`config.mk`:
```
export PLATFORM = sky130hd
export DESIGN_NAME = async_8bit_timer_regs
export DESIGN_NICKNAME = d
export VERILOG_FILES = /design/src/rtl/timer8_pkg.sv /design/src/rtl/async_8bit_timer_regs.sv
export SDC_FILE = /design/constraint.sdc
export NUM_CORES = 1
export LEC_CHECK = 0
export BUFFER_PORTS_ARGS = -buffer_cell sky130_fd_sc_hd__buf_2
export CORE_ASPECT_RATIO = 1.1
export CORE_MARGIN = 8
export CORE_UTILIZATION = 30
export CTS_BUF_LIST = sky130_fd_sc_hd__clkbuf_4
export DETAILED_ROUTE_END_ITERATION = 8
export PLACE_DENSITY_LB_ADDON = 0.12
export SYNTH_ARGS = -nofsm -noshare
export SYNTH_HDL_FRONTEND = slang
export SYNTH_SLANG_ARGS = --single-unit
```
`constraint.sdc`:
```
create_clock -name hclk -period 2.1 [get_ports hclk]
set_clock_uncertainty 0.05 [all_clocks]
set_input_delay 0.21 -clock hclk [delete_from_list [all_inputs] [get_ports hclk]]
set_output_delay 0.21 -clock hclk [all_outputs]
set_load 0.005 [all_outputs]
```
`src/rtl/timer8_pkg.sv`:
```
// Constants for the 8-bit timer/counter with asynchronous clocking option.
// Assumes a 32-bit AHB-Lite register bus with word-aligned registers.
package timer8_pkg;
   // Register byte offsets
   localparam logic [7:0] OFS_CONTROL_A  = 8'h00;
   localparam logic [7:0] OFS_CONTROL_B  = 8'h04;
   localparam logic [7:0] OFS_COUNT      = 8'h08;
   localparam logic [7:0] OFS_COMPARE_A  = 8'h0C;
   localparam logic [7:0] OFS_ASYNC_STAT = 8'h10;
   localparam logic [7:0] OFS_IRQ_MASK   = 8'h14;
   localparam logic [7:0] OFS_FLAGS      = 8'h18;
   // Field positions
   localparam int BIT_FORCE_STROBE = 7;
   localparam int BIT_COM_HI       = 7;
   localparam int BIT_COM_LO       = 6;
   localparam int BIT_WGM_HI       = 1;
   localparam int BIT_WGM_LO       = 0;
   localparam int BIT_CS_HI        = 2;
   localparam int BIT_EXT_CLK      = 6;
   localparam int BIT_ASYNC_SEL    = 5;
   localparam int BIT_CNT_BUSY     = 4;
   localparam int BIT_CMP_BUSY     = 3;
   localparam int BIT_CTLA_BUSY    = 1;
   localparam int BIT_CTLB_BUSY    = 0;
   localparam int BIT_CMP_IRQ      = 1;
   localparam int BIT_OVF_IRQ      = 0;
   // Reset values
   localparam logic [7:0] RST_BYTE = 8'h00;
   // Count range
   localparam logic [7:0] CNT_BOTTOM = 8'h00;
   localparam logic [7:0] CNT_MAX    = 8'hFF;
   // Waveform modes
   localparam logic [1:0] WGM_NORMAL = 2'h0;
   localparam logic [1:0] WGM_PHASE  = 2'h1;
   localparam logic [1:0] WGM_CTC    = 2'h2;
   localparam logic [1:0] WGM_FAST   = 2'h3;
   // Clock select codes
   localparam logic [2:0] CS_STOP  = 3'h0;
   localparam logic [2:0] CS_DIV1  = 3'h1;
   localparam logic [2:0] CS_DIV8  = 3'h2;
   localparam logic [2:0] CS_DIV32 = 3'h3;
   localparam logic [2:0] CS_DIV64 = 3'h4;
   localparam logic [2:0] CS_DIV128 = 3'h5;
   localparam logic [2:0] CS_DIV256 = 3'h6;
   localparam logic [2:0] CS_DIV1024 = 3'h7;
   localparam int PRESCALE_W = 10;
   // Bus
   localparam logic [1:0] HTRANS_NONSEQ = 2'h2;
   localparam logic       HRESP_OKAY    = 1'b0;
endpackage

```
`src/rtl/async_8bit_timer_regs.sv`:
```
// 8-bit timer/counter with prescaler, compare unit, flags and
// asynchronous-update holding registers, reached over AHB-Lite.
// Assumes one clock hclk; the crystal input pin is sampled on hclk and its
// rising edges form the asynchronous timer source clock.
//
// The implementer's own choices: the AHB-Lite interface to the registers and the register addresses.
`timescale 1ns/1ps
`default_nettype none

// Operation
// - Force strobe only acts in non-PWM modes
// - Force strobe applies compare action to output
// - Forced match sets no flag, no clear
// - Force strobe bit always reads zero
// - Clock select: stop, div1..div1024 taps
// - Counter read/write; write blocks next match
// - Compare register compared continuously with counter
// - External clock enable selects input, stops oscillator
// - Async select picks I/O or timer source
// - Async change may corrupt; software rewrites
// - Async select forced zero unless RC clock
// - Async writes set per-register busy flags
// - Count reads live; others read holding
// - Compare interrupt when enabled and flagged
// - Overflow interrupt when enabled and flagged
// - Reserved bits read as zero
// - Waveform modes normal, phase, CTC, fast
// - Compare flag set on match, cleared
// - Overflow flag set on overflow, cleared
module async_8bit_timer_regs
   import timer8_pkg::*;
(
   // Clock and reset
   input  wire logic        hclk,
   input  wire logic        hresetn,
   // AHB-Lite slave
   input  wire logic        hsel,
   input  wire logic [31:0] haddr,
   input  wire logic [1:0]  htrans,
   input  wire logic        hwrite,
   input  wire logic [2:0]  hsize,
   input  wire logic [31:0] hwdata,
   input  wire logic        hready,
   output logic             hreadyout,
   output logic             hresp,
   output logic [31:0]      hrdata,
   // Clocking environment
   input  wire logic        crystal_input_pin,
   input  wire logic        system_clock_is_rc,
   output logic             crystal_osc_enable,
   output logic             ext_clock_buf_enable,
   // Interrupt handshake
   input  wire logic        global_irq_enable,
   input  wire logic        compare_vector_ack,
   input  wire logic        overflow_vector_ack,
   output logic             compare_irq_req,
   output logic             overflow_irq_req,
   // Waveform
   output logic             compare_output_pin
);

   function automatic logic tap_hit(input logic [2:0] cs, input logic [PRESCALE_W-1:0] pre);
      case (cs)
         CS_DIV1:    tap_hit = 1'b1;
         CS_DIV8:    tap_hit = &pre[2:0];
         CS_DIV32:   tap_hit = &pre[4:0];
         CS_DIV64:   tap_hit = &pre[5:0];
         CS_DIV128:  tap_hit = &pre[6:0];
         CS_DIV256:  tap_hit = &pre[7:0];
         CS_DIV1024: tap_hit = &pre[9:0];
         default:    tap_hit = 1'b0;
      endcase
   endfunction

   function automatic logic is_pwm(input logic [1:0] wgm);
      is_pwm = (wgm == WGM_PHASE) || (wgm == WGM_FAST);
   endfunction

   logic        rd_pend_ff;
   logic        wr_pend_ff;
   logic [7:0]  wr_addr_ff;
   logic [7:0]  rd_addr_ff;
   logic [7:0]  ctl_a_hold_ff;
   logic [7:0]  ctl_a_ff;
   logic [2:0]  cs_hold_ff;
   logic [2:0]  cs_ff;
   logic [7:0]  cnt_hold_ff;
   logic [7:0]  count_ff;
   logic [7:0]  cmp_hold_ff;
   logic [7:0]  cmp_ff;
   logic        external_clock_enable_ff;
   logic        as0_ff;
   logic        busy_cnt_ff;
   logic        busy_cmp_ff;
   logic        busy_ctla_ff;
   logic        busy_ctlb_ff;
   logic [1:0]  mask_ff;
   logic        cmp_flag_ff;
   logic        ovf_flag_ff;
   logic        block_ff;
   logic        count_up_ff;
   logic        xtal_prev_ff;
   logic [PRESCALE_W-1:0] pre_ff;

   logic        wr_ctla, wr_ctlb, wr_cnt, wr_cmp, wr_stat, wr_mask, wr_flags;
   logic        src_tick, timer_tick;
   logic        upd_cnt, upd_cmp, upd_ctla, upd_ctlb;
   logic        cnt_load;
   logic [7:0]  cnt_load_val;
   logic [7:0]  wbyte;
   logic [1:0]  wgm, com;
   logic [7:0]  nxt_count;
   logic        nxt_count_up;
   logic        cmp_ev, ovf_ev, bottom_ev, force_ev;
   logic        nxt_pin;
   logic [7:0]  rd_val;

   assign wbyte = hwdata[7:0];
   assign wgm   = ctl_a_ff[BIT_WGM_HI:BIT_WGM_LO];
   assign com   = ctl_a_ff[BIT_COM_HI:BIT_COM_LO];

   // Reads take one wait state so a read right after a write sees it
   // Writes need no wait state; the data phase lands at its closing edge
   always_ff @(posedge hclk or negedge hresetn) begin
      if (!hresetn) begin
         rd_pend_ff <= 1'b0;
         wr_pend_ff <= 1'b0;
         wr_addr_ff <= RST_BYTE;
         rd_addr_ff <= RST_BYTE;
         hreadyout  <= 1'b1;
         hresp      <= HRESP_OKAY;
         hrdata     <= 32'h0000_0000;
      end else begin
         hresp      <= HRESP_OKAY;
         wr_pend_ff <= 1'b0;
         rd_pend_ff <= 1'b0;
         if (rd_pend_ff) begin
            hrdata    <= {24'h00_0000, rd_val};
            hreadyout <= 1'b1;
         end else if (hsel && hready && htrans[1]) begin
            if (hwrite) begin
               wr_pend_ff <= 1'b1;
               wr_addr_ff <= haddr[7:0];
            end else begin
               rd_pend_ff <= 1'b1;
               rd_addr_ff <= haddr[7:0];
               hreadyout  <= 1'b0;
            end
         end
      end
   end

   assign wr_ctla  = wr_pend_ff && (wr_addr_ff == OFS_CONTROL_A);
   assign wr_ctlb  = wr_pend_ff && (wr_addr_ff == OFS_CONTROL_B);
   assign wr_cnt   = wr_pend_ff && (wr_addr_ff == OFS_COUNT);
   assign wr_cmp   = wr_pend_ff && (wr_addr_ff == OFS_COMPARE_A);
   assign wr_stat  = wr_pend_ff && (wr_addr_ff == OFS_ASYNC_STAT);
   assign wr_mask  = wr_pend_ff && (wr_addr_ff == OFS_IRQ_MASK);
   assign wr_flags = wr_pend_ff && (wr_addr_ff == OFS_FLAGS);

   always_comb begin
      case (rd_addr_ff)
         OFS_CONTROL_A:  rd_val = ctl_a_hold_ff & 8'hC3;
         OFS_CONTROL_B:  rd_val = {5'h00, cs_hold_ff};
         OFS_COUNT:      rd_val = count_ff;
         OFS_COMPARE_A:  rd_val = cmp_hold_ff;
         OFS_ASYNC_STAT: rd_val = {1'b0, external_clock_enable_ff, as0_ff, busy_cnt_ff, busy_cmp_ff,
                                   1'b0, busy_ctla_ff, busy_ctlb_ff};
         OFS_IRQ_MASK:   rd_val = {6'h00, mask_ff};
         OFS_FLAGS:      rd_val = {6'h00, cmp_flag_ff, ovf_flag_ff};
         default:        rd_val = RST_BYTE;
      endcase
   end

   // Timer source: hclk when synchronous, sampled crystal edges when asynchronous
   assign src_tick   = as0_ff ? (crystal_input_pin && !xtal_prev_ff) : 1'b1;
   assign timer_tick = src_tick && tap_hit(cs_ff, pre_ff);

   always_ff @(posedge hclk or negedge hresetn) begin
      if (!hresetn) begin
         xtal_prev_ff <= 1'b0;
         pre_ff       <= '0;
      end else begin
         xtal_prev_ff <= crystal_input_pin;
         if (src_tick) begin
            pre_ff <= pre_ff + 1'b1;
         end
      end
   end

   // Clock source selection
   always_ff @(posedge hclk or negedge hresetn) begin
      if (!hresetn) begin
         external_clock_enable_ff <= 1'b0;
         as0_ff   <= 1'b0;
      end else begin
         // Switching async select leaves count, compare and control A as they
         // are; software is still expected to rewrite them after the switch
         if (wr_stat) begin
            external_clock_enable_ff <= wbyte[BIT_EXT_CLK];
            as0_ff   <= wbyte[BIT_ASYNC_SEL] && system_clock_is_rc;
         end else if (!system_clock_is_rc) begin
            as0_ff <= 1'b0;
         end
      end
   end

   // A holding register reaches the timer on the next source edge
   // Limitation: a flag still busy when async select drops stays set until
   // async select returns, so software lets it clear before leaving async mode
   assign upd_cnt  = as0_ff && src_tick && busy_cnt_ff;
   assign upd_cmp  = as0_ff && src_tick && busy_cmp_ff;
   assign upd_ctla = as0_ff && src_tick && busy_ctla_ff;
   assign upd_ctlb = as0_ff && src_tick && busy_ctlb_ff;

   // Busy flags: a new write wins over the clearing update
   always_ff @(posedge hclk or negedge hresetn) begin
      if (!hresetn) begin
         busy_cnt_ff  <= 1'b0;
         busy_cmp_ff  <= 1'b0;
         busy_ctla_ff <= 1'b0;
         busy_ctlb_ff <= 1'b0;
      end else begin
         busy_cnt_ff  <= (wr_cnt && as0_ff) || (busy_cnt_ff && !upd_cnt);
         busy_cmp_ff  <= (wr_cmp && as0_ff) || (busy_cmp_ff && !upd_cmp);
         busy_ctla_ff <= (wr_ctla && as0_ff) || (busy_ctla_ff && !upd_ctla);
         busy_ctlb_ff <= (wr_ctlb && as0_ff) || (busy_ctlb_ff && !upd_ctlb);
      end
   end

   // Holding and active copies of control and compare
   always_ff @(posedge hclk or negedge hresetn) begin
      if (!hresetn) begin
         ctl_a_hold_ff <= RST_BYTE;
         ctl_a_ff      <= RST_BYTE;
         cs_hold_ff    <= CS_STOP;
         cs_ff         <= CS_STOP;
         cmp_hold_ff   <= RST_BYTE;
         cmp_ff        <= RST_BYTE;
         cnt_hold_ff   <= RST_BYTE;
         mask_ff       <= 2'h0;
      end else begin
         if (wr_ctla) ctl_a_hold_ff <= wbyte & 8'hC3;
         if (wr_ctla && !as0_ff) ctl_a_ff <= wbyte & 8'hC3;
         else if (upd_ctla) ctl_a_ff <= ctl_a_hold_ff;
         if (wr_ctlb) cs_hold_ff <= wbyte[BIT_CS_HI:0];
         if (wr_ctlb && !as0_ff) cs_ff <= wbyte[BIT_CS_HI:0];
         else if (upd_ctlb) cs_ff <= cs_hold_ff;
         if (wr_cmp) cmp_hold_ff <= wbyte;
         if (wr_cmp && !as0_ff) cmp_ff <= wbyte;
         else if (upd_cmp) cmp_ff <= cmp_hold_ff;
         if (wr_cnt) cnt_hold_ff <= wbyte;
         if (wr_mask) mask_ff <= wbyte[1:0];
      end
   end

   assign cnt_load     = (wr_cnt && !as0_ff) || upd_cnt;
   assign cnt_load_val = as0_ff ? cnt_hold_ff : wbyte;
   // Forced match never reaches flag or counter clear
   assign force_ev     = wr_ctlb && wbyte[BIT_FORCE_STROBE] && !is_pwm(wgm);

   always_comb begin
      nxt_count    = count_ff;
      nxt_count_up = count_up_ff;
      cmp_ev       = 1'b0;
      ovf_ev       = 1'b0;
      bottom_ev    = 1'b0;
      if (cnt_load) begin
         nxt_count = cnt_load_val;
      end else if (timer_tick) begin
         cmp_ev = (count_ff == cmp_ff) && !block_ff;
         case (wgm)
            WGM_CTC: begin
               nxt_count = cmp_ev ? CNT_BOTTOM : count_ff + 8'h01;
               ovf_ev    = (count_ff == CNT_MAX);
            end
            WGM_PHASE: begin
               if (count_up_ff) begin
                  if (count_ff == CNT_MAX) begin
                     nxt_count_up = 1'b0;
                     nxt_count    = count_ff - 8'h01;
                  end else begin
                     nxt_count = count_ff + 8'h01;
                  end
               end else if (count_ff == CNT_BOTTOM) begin
                  nxt_count_up = 1'b1;
                  nxt_count    = count_ff + 8'h01;
                  ovf_ev       = 1'b1;
               end else begin
                  nxt_count = count_ff - 8'h01;
               end
            end
            default: begin
               nxt_count = count_ff + 8'h01;
               ovf_ev    = (count_ff == CNT_MAX);
               bottom_ev = (count_ff == CNT_MAX) && (wgm == WGM_FAST);
            end
         endcase
      end
   end

   // Output action on match, bottom or forced strobe
   always_comb begin
      nxt_pin = compare_output_pin;
      if (!is_pwm(wgm)) begin
         if (cmp_ev || force_ev) begin
            case (com)
               2'h1:    nxt_pin = !compare_output_pin;
               2'h2:    nxt_pin = 1'b0;
               2'h3:    nxt_pin = 1'b1;
               default: nxt_pin = compare_output_pin;
            endcase
         end
      end else if (com[1]) begin
         if (wgm == WGM_FAST) begin
            if (cmp_ev) nxt_pin = com[0];
            else if (bottom_ev) nxt_pin = !com[0];
         end else if (cmp_ev) begin
            nxt_pin = count_up_ff ? com[0] : !com[0];
         end
      end
   end

   always_ff @(posedge hclk or negedge hresetn) begin
      if (!hresetn) begin
         count_ff           <= RST_BYTE;
         count_up_ff        <= 1'b1;
         block_ff           <= 1'b0;
         compare_output_pin <= 1'b0;
      end else begin
         count_ff           <= nxt_count;
         count_up_ff        <= nxt_count_up;
         compare_output_pin <= nxt_pin;
         if (cnt_load) block_ff <= 1'b1;
         else if (timer_tick) block_ff <= 1'b0;
      end
   end

   // Flags: a hardware set wins over a same-cycle clear
   // so an event in the clearing cycle is never lost
   always_ff @(posedge hclk or negedge hresetn) begin
      if (!hresetn) begin
         cmp_flag_ff <= 1'b0;
         ovf_flag_ff <= 1'b0;
      end else begin
         cmp_flag_ff <= cmp_ev || (cmp_flag_ff && !compare_vector_ack
                        && !(wr_flags && wbyte[BIT_CMP_IRQ]));
         ovf_flag_ff <= ovf_ev || (ovf_flag_ff && !overflow_vector_ack
                        && !(wr_flags && wbyte[BIT_OVF_IRQ]));
      end
   end

   always_ff @(posedge hclk or negedge hresetn) begin
      if (!hresetn) begin
         compare_irq_req      <= 1'b0;
         overflow_irq_req     <= 1'b0;
         crystal_osc_enable   <= 1'b1;
         ext_clock_buf_enable <= 1'b0;
      end else begin
         compare_irq_req      <= cmp_flag_ff && mask_ff[BIT_CMP_IRQ] && global_irq_enable;
         overflow_irq_req     <= ovf_flag_ff && mask_ff[BIT_OVF_IRQ] && global_irq_enable;
         crystal_osc_enable   <= !external_clock_enable_ff;
         ext_clock_buf_enable <= external_clock_enable_ff && as0_ff;
      end
   end

endmodule

`default_nettype wire

```
After elaboration in Yosys (flattened, before gate mapping)
Index checks and enable logic that the tools add are counted.
{ "classes": {"add_sub_neg": 3, "n_eq_ne": 32, "n_mux": 51, "bitwise": 3, "reduce_logical": 90} }
{ "op_table": {"columns": ["operator", "count"], "rows": [
  ["2-to-1 mux 8 bit", 11],
  ["one-hot mux 8 bit (7 select lines)", 1],
  ["equality test 8 x 5 -> 1 bit (second input constant)", 6],
  ["logical AND 1 bit", 44],
  ["2-to-1 mux 1 bit", 34],
  ["equality test 8 x 4 -> 1 bit (second input constant)", 4],
  ["logical NOT 8 bit", 3],
  ["equality test 8 x 3 -> 1 bit (second input constant)", 2],
  ["one-hot mux 8 bit (2 select lines)", 1],
  ["logical NOT 1 bit", 15],
  ["equality test 3 bit (second input constant)", 4],
  ["AND reduction 3 bit", 4],
  ["nonzero test 2 bit", 6],
  ["adder 10 x 1 -> 10 bit (second input constant)", 1],
  ["AND reduction 10 bit", 1],
  ["AND reduction 5 bit", 2],
  ["logical OR 1 bit", 9],
  ["adder 8 x 1 -> 8 bit (second input constant)", 1],
  ["equality test 2 bit (second input constant)", 4],
  ["equality test 8 bit", 1],
  ["equality test 8 bit (second input constant)", 1],
  ["AND reduction 8 bit", 1],
  ["subtractor 8 x 1 -> 8 bit (second input constant)", 1],
  ["one-hot mux 1 bit (7 select lines)", 1],
  ["14 further kinds", 21]
]} }
{ "word_totals": {"register_bits": 105, "input_bits": 79, "output_inout_bits": 39} }

Logic depth before layout (Yosys ltp)
{ "depth": {"ltp_word": 12, "ltp_mapped": 10, "depth_no_buf": 8} }

Least setup slack after synthesis
Ideal clock, no wire load.
{ "synth_path": {"path_kind": "reg2reg", "startpoint": "register count_ff[1]", "endpoint": "register count_ff[7]", "arrival_time_ps": 1970, "required_ps": 1984, "slack_ps": 14, "stages_incl_launch_ff": 8, "n_path_buf": 0, "path_cell_list": "dfrtp_1 -> ha_1 -> nand3_1 -> o21ai_2 -> nand4_2 -> or4_1 -> o211ai_1 -> o32a_1"} }
{ "synth_via": {"elab_chain_len": 6, "word_cells_on_any_way": 13} }
{ "synth_lines": {"columns": ["element", "line_no", "rtl"], "rows": [
  ["from (decl)", "async_8bit_timer_regs.sv:88", "logic [7:0] count_ff;"],
  ["from (signal assigned)", "async_8bit_timer_regs.sv:331", "count_ff <= nxt_count;"],
  ["subtractor 8 x 1 -> 8 bit (tied with other cells)", "async_8bit_timer_regs.sv:281, async_8bit_timer_regs.sv:290", null],
  ["2-to-1 mux 8 bit (tied with other cells)", "async_8bit_timer_regs.sv:285", "end else if (count_ff == CNT_BOTTOM) begin"],
  ["2-to-1 mux 8 bit, on equally long branches", "async_8bit_timer_regs.sv:278, async_8bit_timer_regs.sv:274", null],
  ["one-hot mux 8 bit (2 select lines) *", "async_8bit_timer_regs.sv:272", "case (wgm)"],
  ["2-to-1 mux 8 bit *", "async_8bit_timer_regs.sv:270", "end else if (timer_tick) begin"],
  ["2-to-1 mux 8 bit *", "async_8bit_timer_regs.sv:268", "if (cnt_load) begin"]
]} }
Mark *: on every way between the ends. The rest lies on a longest branch, timed or not. The select of a mux whose other input is x is not followed.
A chain may end at the register's enable or synchronous reset.

Worst setup path after layout
{ "layout_path": {"startpoint": "register pre_ff[0]", "endpoint": "register count_ff[4]"} }
{ "layout_via": {"elab_chain_len": 4, "word_cells_on_any_way": 9} }
{ "layout_lines": {"columns": ["element", "line_no", "rtl"], "rows": [
  ["from (decl)", "async_8bit_timer_regs.sv:103", "logic [PRESCALE_W-1:0] pre_ff;"],
  ["from (signal assigned)", "async_8bit_timer_regs.sv:186", "pre_ff <= pre_ff + 1'b1;"],
  ["AND reduction 10 bit (tied with other cells)", "async_8bit_timer_regs.sv:70", "CS_DIV1024: tap_hit = &pre[9:0];"],
  ["one-hot mux 1 bit (7 select lines) *", "async_8bit_timer_regs.sv:63", "case (cs)"],
  ["logical AND 1 bit *", "async_8bit_timer_regs.sv:177", "assign timer_tick = src_tick && tap_hit(cs_ff, pre_ff);"],
  ["nonzero test 2 bit (no source line) *", null, null]
]} }
Mark *: on every way between the ends. The rest lies on a longest branch, timed or not.

==> metrics <==
largest family of logic cells by synthesized area=simple AND/OR/NAND/NOR gates; Ys Warns=0; Final WS setup=-0.0935 ns; minimum clock period=2.19 ns; Primary FF master, synth=dfrtp_1; Worst Tran Pin Value=0.531 ns; Std-Cell Rows=52; complex-gate fraction of the synthesized area=12.1%; Die Y=159 um; NumNets Final=783; Netlist cell types=73; placed cell area=0.00654 sq mm; P_leak=0.00335 uW; detailed placer's ending HPWL=12.2 mm; Worst setup EP type=register; DR WL/cell=17.3 um; H-tree depth=3; CP Class=reg -> reg; total number of vias=4551; Avg Inst Size Synth=10.1 sq um; dpl ws=-0.225 ns; DRC=0; Crit Path Max Fanout=7; layout cells sized above 1=33.9%; placed cells=888; mux cell area share after synthesis=12.8%; critical path arrival=2.57 ns; sequential share of the synthesized area=45.1%; delay-heaviest family, CP=compound AO/OA/AOI/OAI gates; CTS tree=done; Synth Area in Adders=2.01%; Fin Hold WS=0.129 ns; VDD IR max=0.433 mV; largest net degree at the start of global routing=42; clock buffer depth=2; Hold Violations, Final=0; Worst-path clk slew=0.17 ns; vias in the first global route=4807; Final Wtd Congestion=0.814; Filler Cell Count=1835; GRT Util Overall=14.2%; die area=0.0233 sq mm; Core ar.=0.0183 sq mm; DRT Pass-1 Iters=5; I/O pin count=118; commonest non-fill, non-tap cell in the layout=dfrtp_1; post-synthesis simple-gate area fraction=17.1%; crit path cell chain=ha_4 > nand4_1 > a21oi_2 > o311ai_4 > buf_12 > buf_8 > or3_1 > o311ai_1 > a2bb2oi_1; IO Port Bufs=40; FF+latch count, synth=101; Starting Density=30.6%; fmax=456 MHz; Layout Cells excl Fill=944; vias per cell=4.82; initial DRC count=254; critical path startpoint category=register; max-slew violation count=0; count of flip-flops with a built-in enable after synthesis=0; initial antenna violation count=1; grt ovf=0; Final Routed Wirelength=16.4 mm; WP buf/inv=2; ranking of synthesized cells by area=dfrtp_1, mux2_2, mux2i_1, nand2_1, buf_4; worst min path class=in -> reg; Critical Path Max Stage Delay=0.43 ns; slowest library cell on the worst path=dfrtp_1; CTS Buf Count=9; Skew-Pair Late Insertion Delay=0.49 ns; clock sinks=101; die width=146 um; CTS Root Cell=clkbuf_4; outcome=finished with violations; Synth top area share=43.7%; footprint of the multi-input gates=0.00292 sq mm; ANT nets after route=0; Syn Inst Count=553; post-route cell area=0.00730 sq mm; most frequent cells in the layout=dfrtp_1, buf_4, nand2_1; async set-reset flop share out of synthesis=100%; Cell Area, Synth=0.00561 sq mm; Final Power=6350 uW; PwrDens=870 mW/mm^2; failing checks=setup timing; RSZ-0062 raised after global routing=true; Register Area=0.00253 sq mm; first-pass GRT wire length=26.4 mm; Post-Synth XOR/XNOR Area=3.23%; Final Setup Violations=9; max_slew headroom=64.5%; Req. time, crit path=2.48 ns; Max Cap Viol=0; Syn-to-layout area delta=30.1%; period utilization=104%; Yosys top cell by area=dfrtp_1
final timing paths:
check / from / endpoint / slack, ns / cells past startpoint
setup / recovery: pre_ff[0]$_DFFE_PN0P_ / count_ff[4]$_DFFE_PN0P_ / -0.09 / 9
setup reg to reg: pre_ff[0]$_DFFE_PN0P_ / count_ff[4]$_DFFE_PN0P_ / -0.09 / 9
min in group asynchronous: hresetn / count_ff[3]$_DFFE_PN0P_ / 0.16 / 2
hold / removal: htrans[1] / rd_pend_ff$_DFF_PN0_ / 0.13 / 3
max in group asynchronous: hresetn / hreadyout$_DFFE_PN1P_ / 1.23 / 3
hold reg to reg: external_clock_enable_ff$_DFFE_PN0P_ / crystal_osc_enable$_DFF_PN1_ / 0.40 / 1
cell type report:
| cell class | count | share of cell area [%] |
|---|---|---|
| Inverter | 24 | 1.23 |
| Tap cell | 243 | 4.16 |
| Sequential cell | 101 | 34.7 |
| Clock inverter | 7 | 1.66 |
| Antenna cell | 1 | 0.0343 |
| Timing Repair Buffer | 160 | 17.3 |
| Multi-Input combinational cell | 399 | 39.9 |
| Clock buffer | 9 | 0.925 |
worst reg2reg max path: cells and delay by family, from the launching register on:
kind	cells	cell delay [ns]
buffers and inverters	2	0.31
adder cells (fa/ha/maj)	1	0.18
AND/OR/NAND/NOR	2	0.54
AO/OA/AOI/OAI	4	0.66
flip-flops	1	0.43
power breakdown:
part | switching, uW | internal, uW | total, uW
Clock | 714 | 611 | 1330
Combinational | 1160 | 1210 | 2370
Sequential | 379 | 2280 | 2660
Yosys cell counts, types with 7 or more instances:
cell type,count
a21oi_1,15
and3_1,7
buf_2,7
buf_4,32
clkbuf_1,9
dfrtp_1,98
ha_1,9
inv_1,23
mux2_2,37
mux2i_1,28
nand2_1,69
nand3_1,13
nand4_1,8
nor2_1,32
nor2b_1,7
nor3_1,9
o21ai_0,23
o22ai_1,10
xor2_1,11
logic make-up (layout without fill, tap and decap cells):
group,count (synthesis),after routing
xor+xnor,19,19
fa+ha+maj,9,9
buf+inv,77,200
compound gates,95,95
other cells,1,26
mux,66,66
flops,101,101
simple gates,185,185
per-layer routing:
metal	share of wire (%)	vias to the layer above	wire length, um	GRT usage [%]
met2	52	72	8460	24.8
met4	1.7	0	286	4.97
met1	44	2262	7180	17.5
met3	2.8	15	456	1.68
li1	-	2202	-	-
met5	0	-	0	0
timing repair:
item	in CTS	in global routing
resized for setup	29	18
endpoints found under the setup margin	11	38
hold buffers	23	0
setup buffers	8	8
hold endpoints to repair	92	0
pin swaps	15	11
cloned	0	1
stage by stage:
step,TNS [ns],utilization (%)
after detailed placement,-1.35,35.6
after floorplan,0,-
after CTS,-0.615,38.9
after global routing,-1.46,39.8
final,-0.493,39.8
after global placement,-0.976,35.6
sequential cells by signal, summed over array words and instances, names as in the netlist, 2 cells and up:
signal / cells
pre_ff: 10
cmp_ff: 8
cmp_hold_ff: 8
cnt_hold_ff: 8
count_ff: 8
hrdata: 8
rd_addr_ff: 8
wr_addr_ff: 8
ctl_a_ff: 4
ctl_a_hold_ff: 4
cs_ff: 3
cs_hold_ff: 3
mask_ff: 2
No activity file was read; power rests on OpenSTA's default activity.
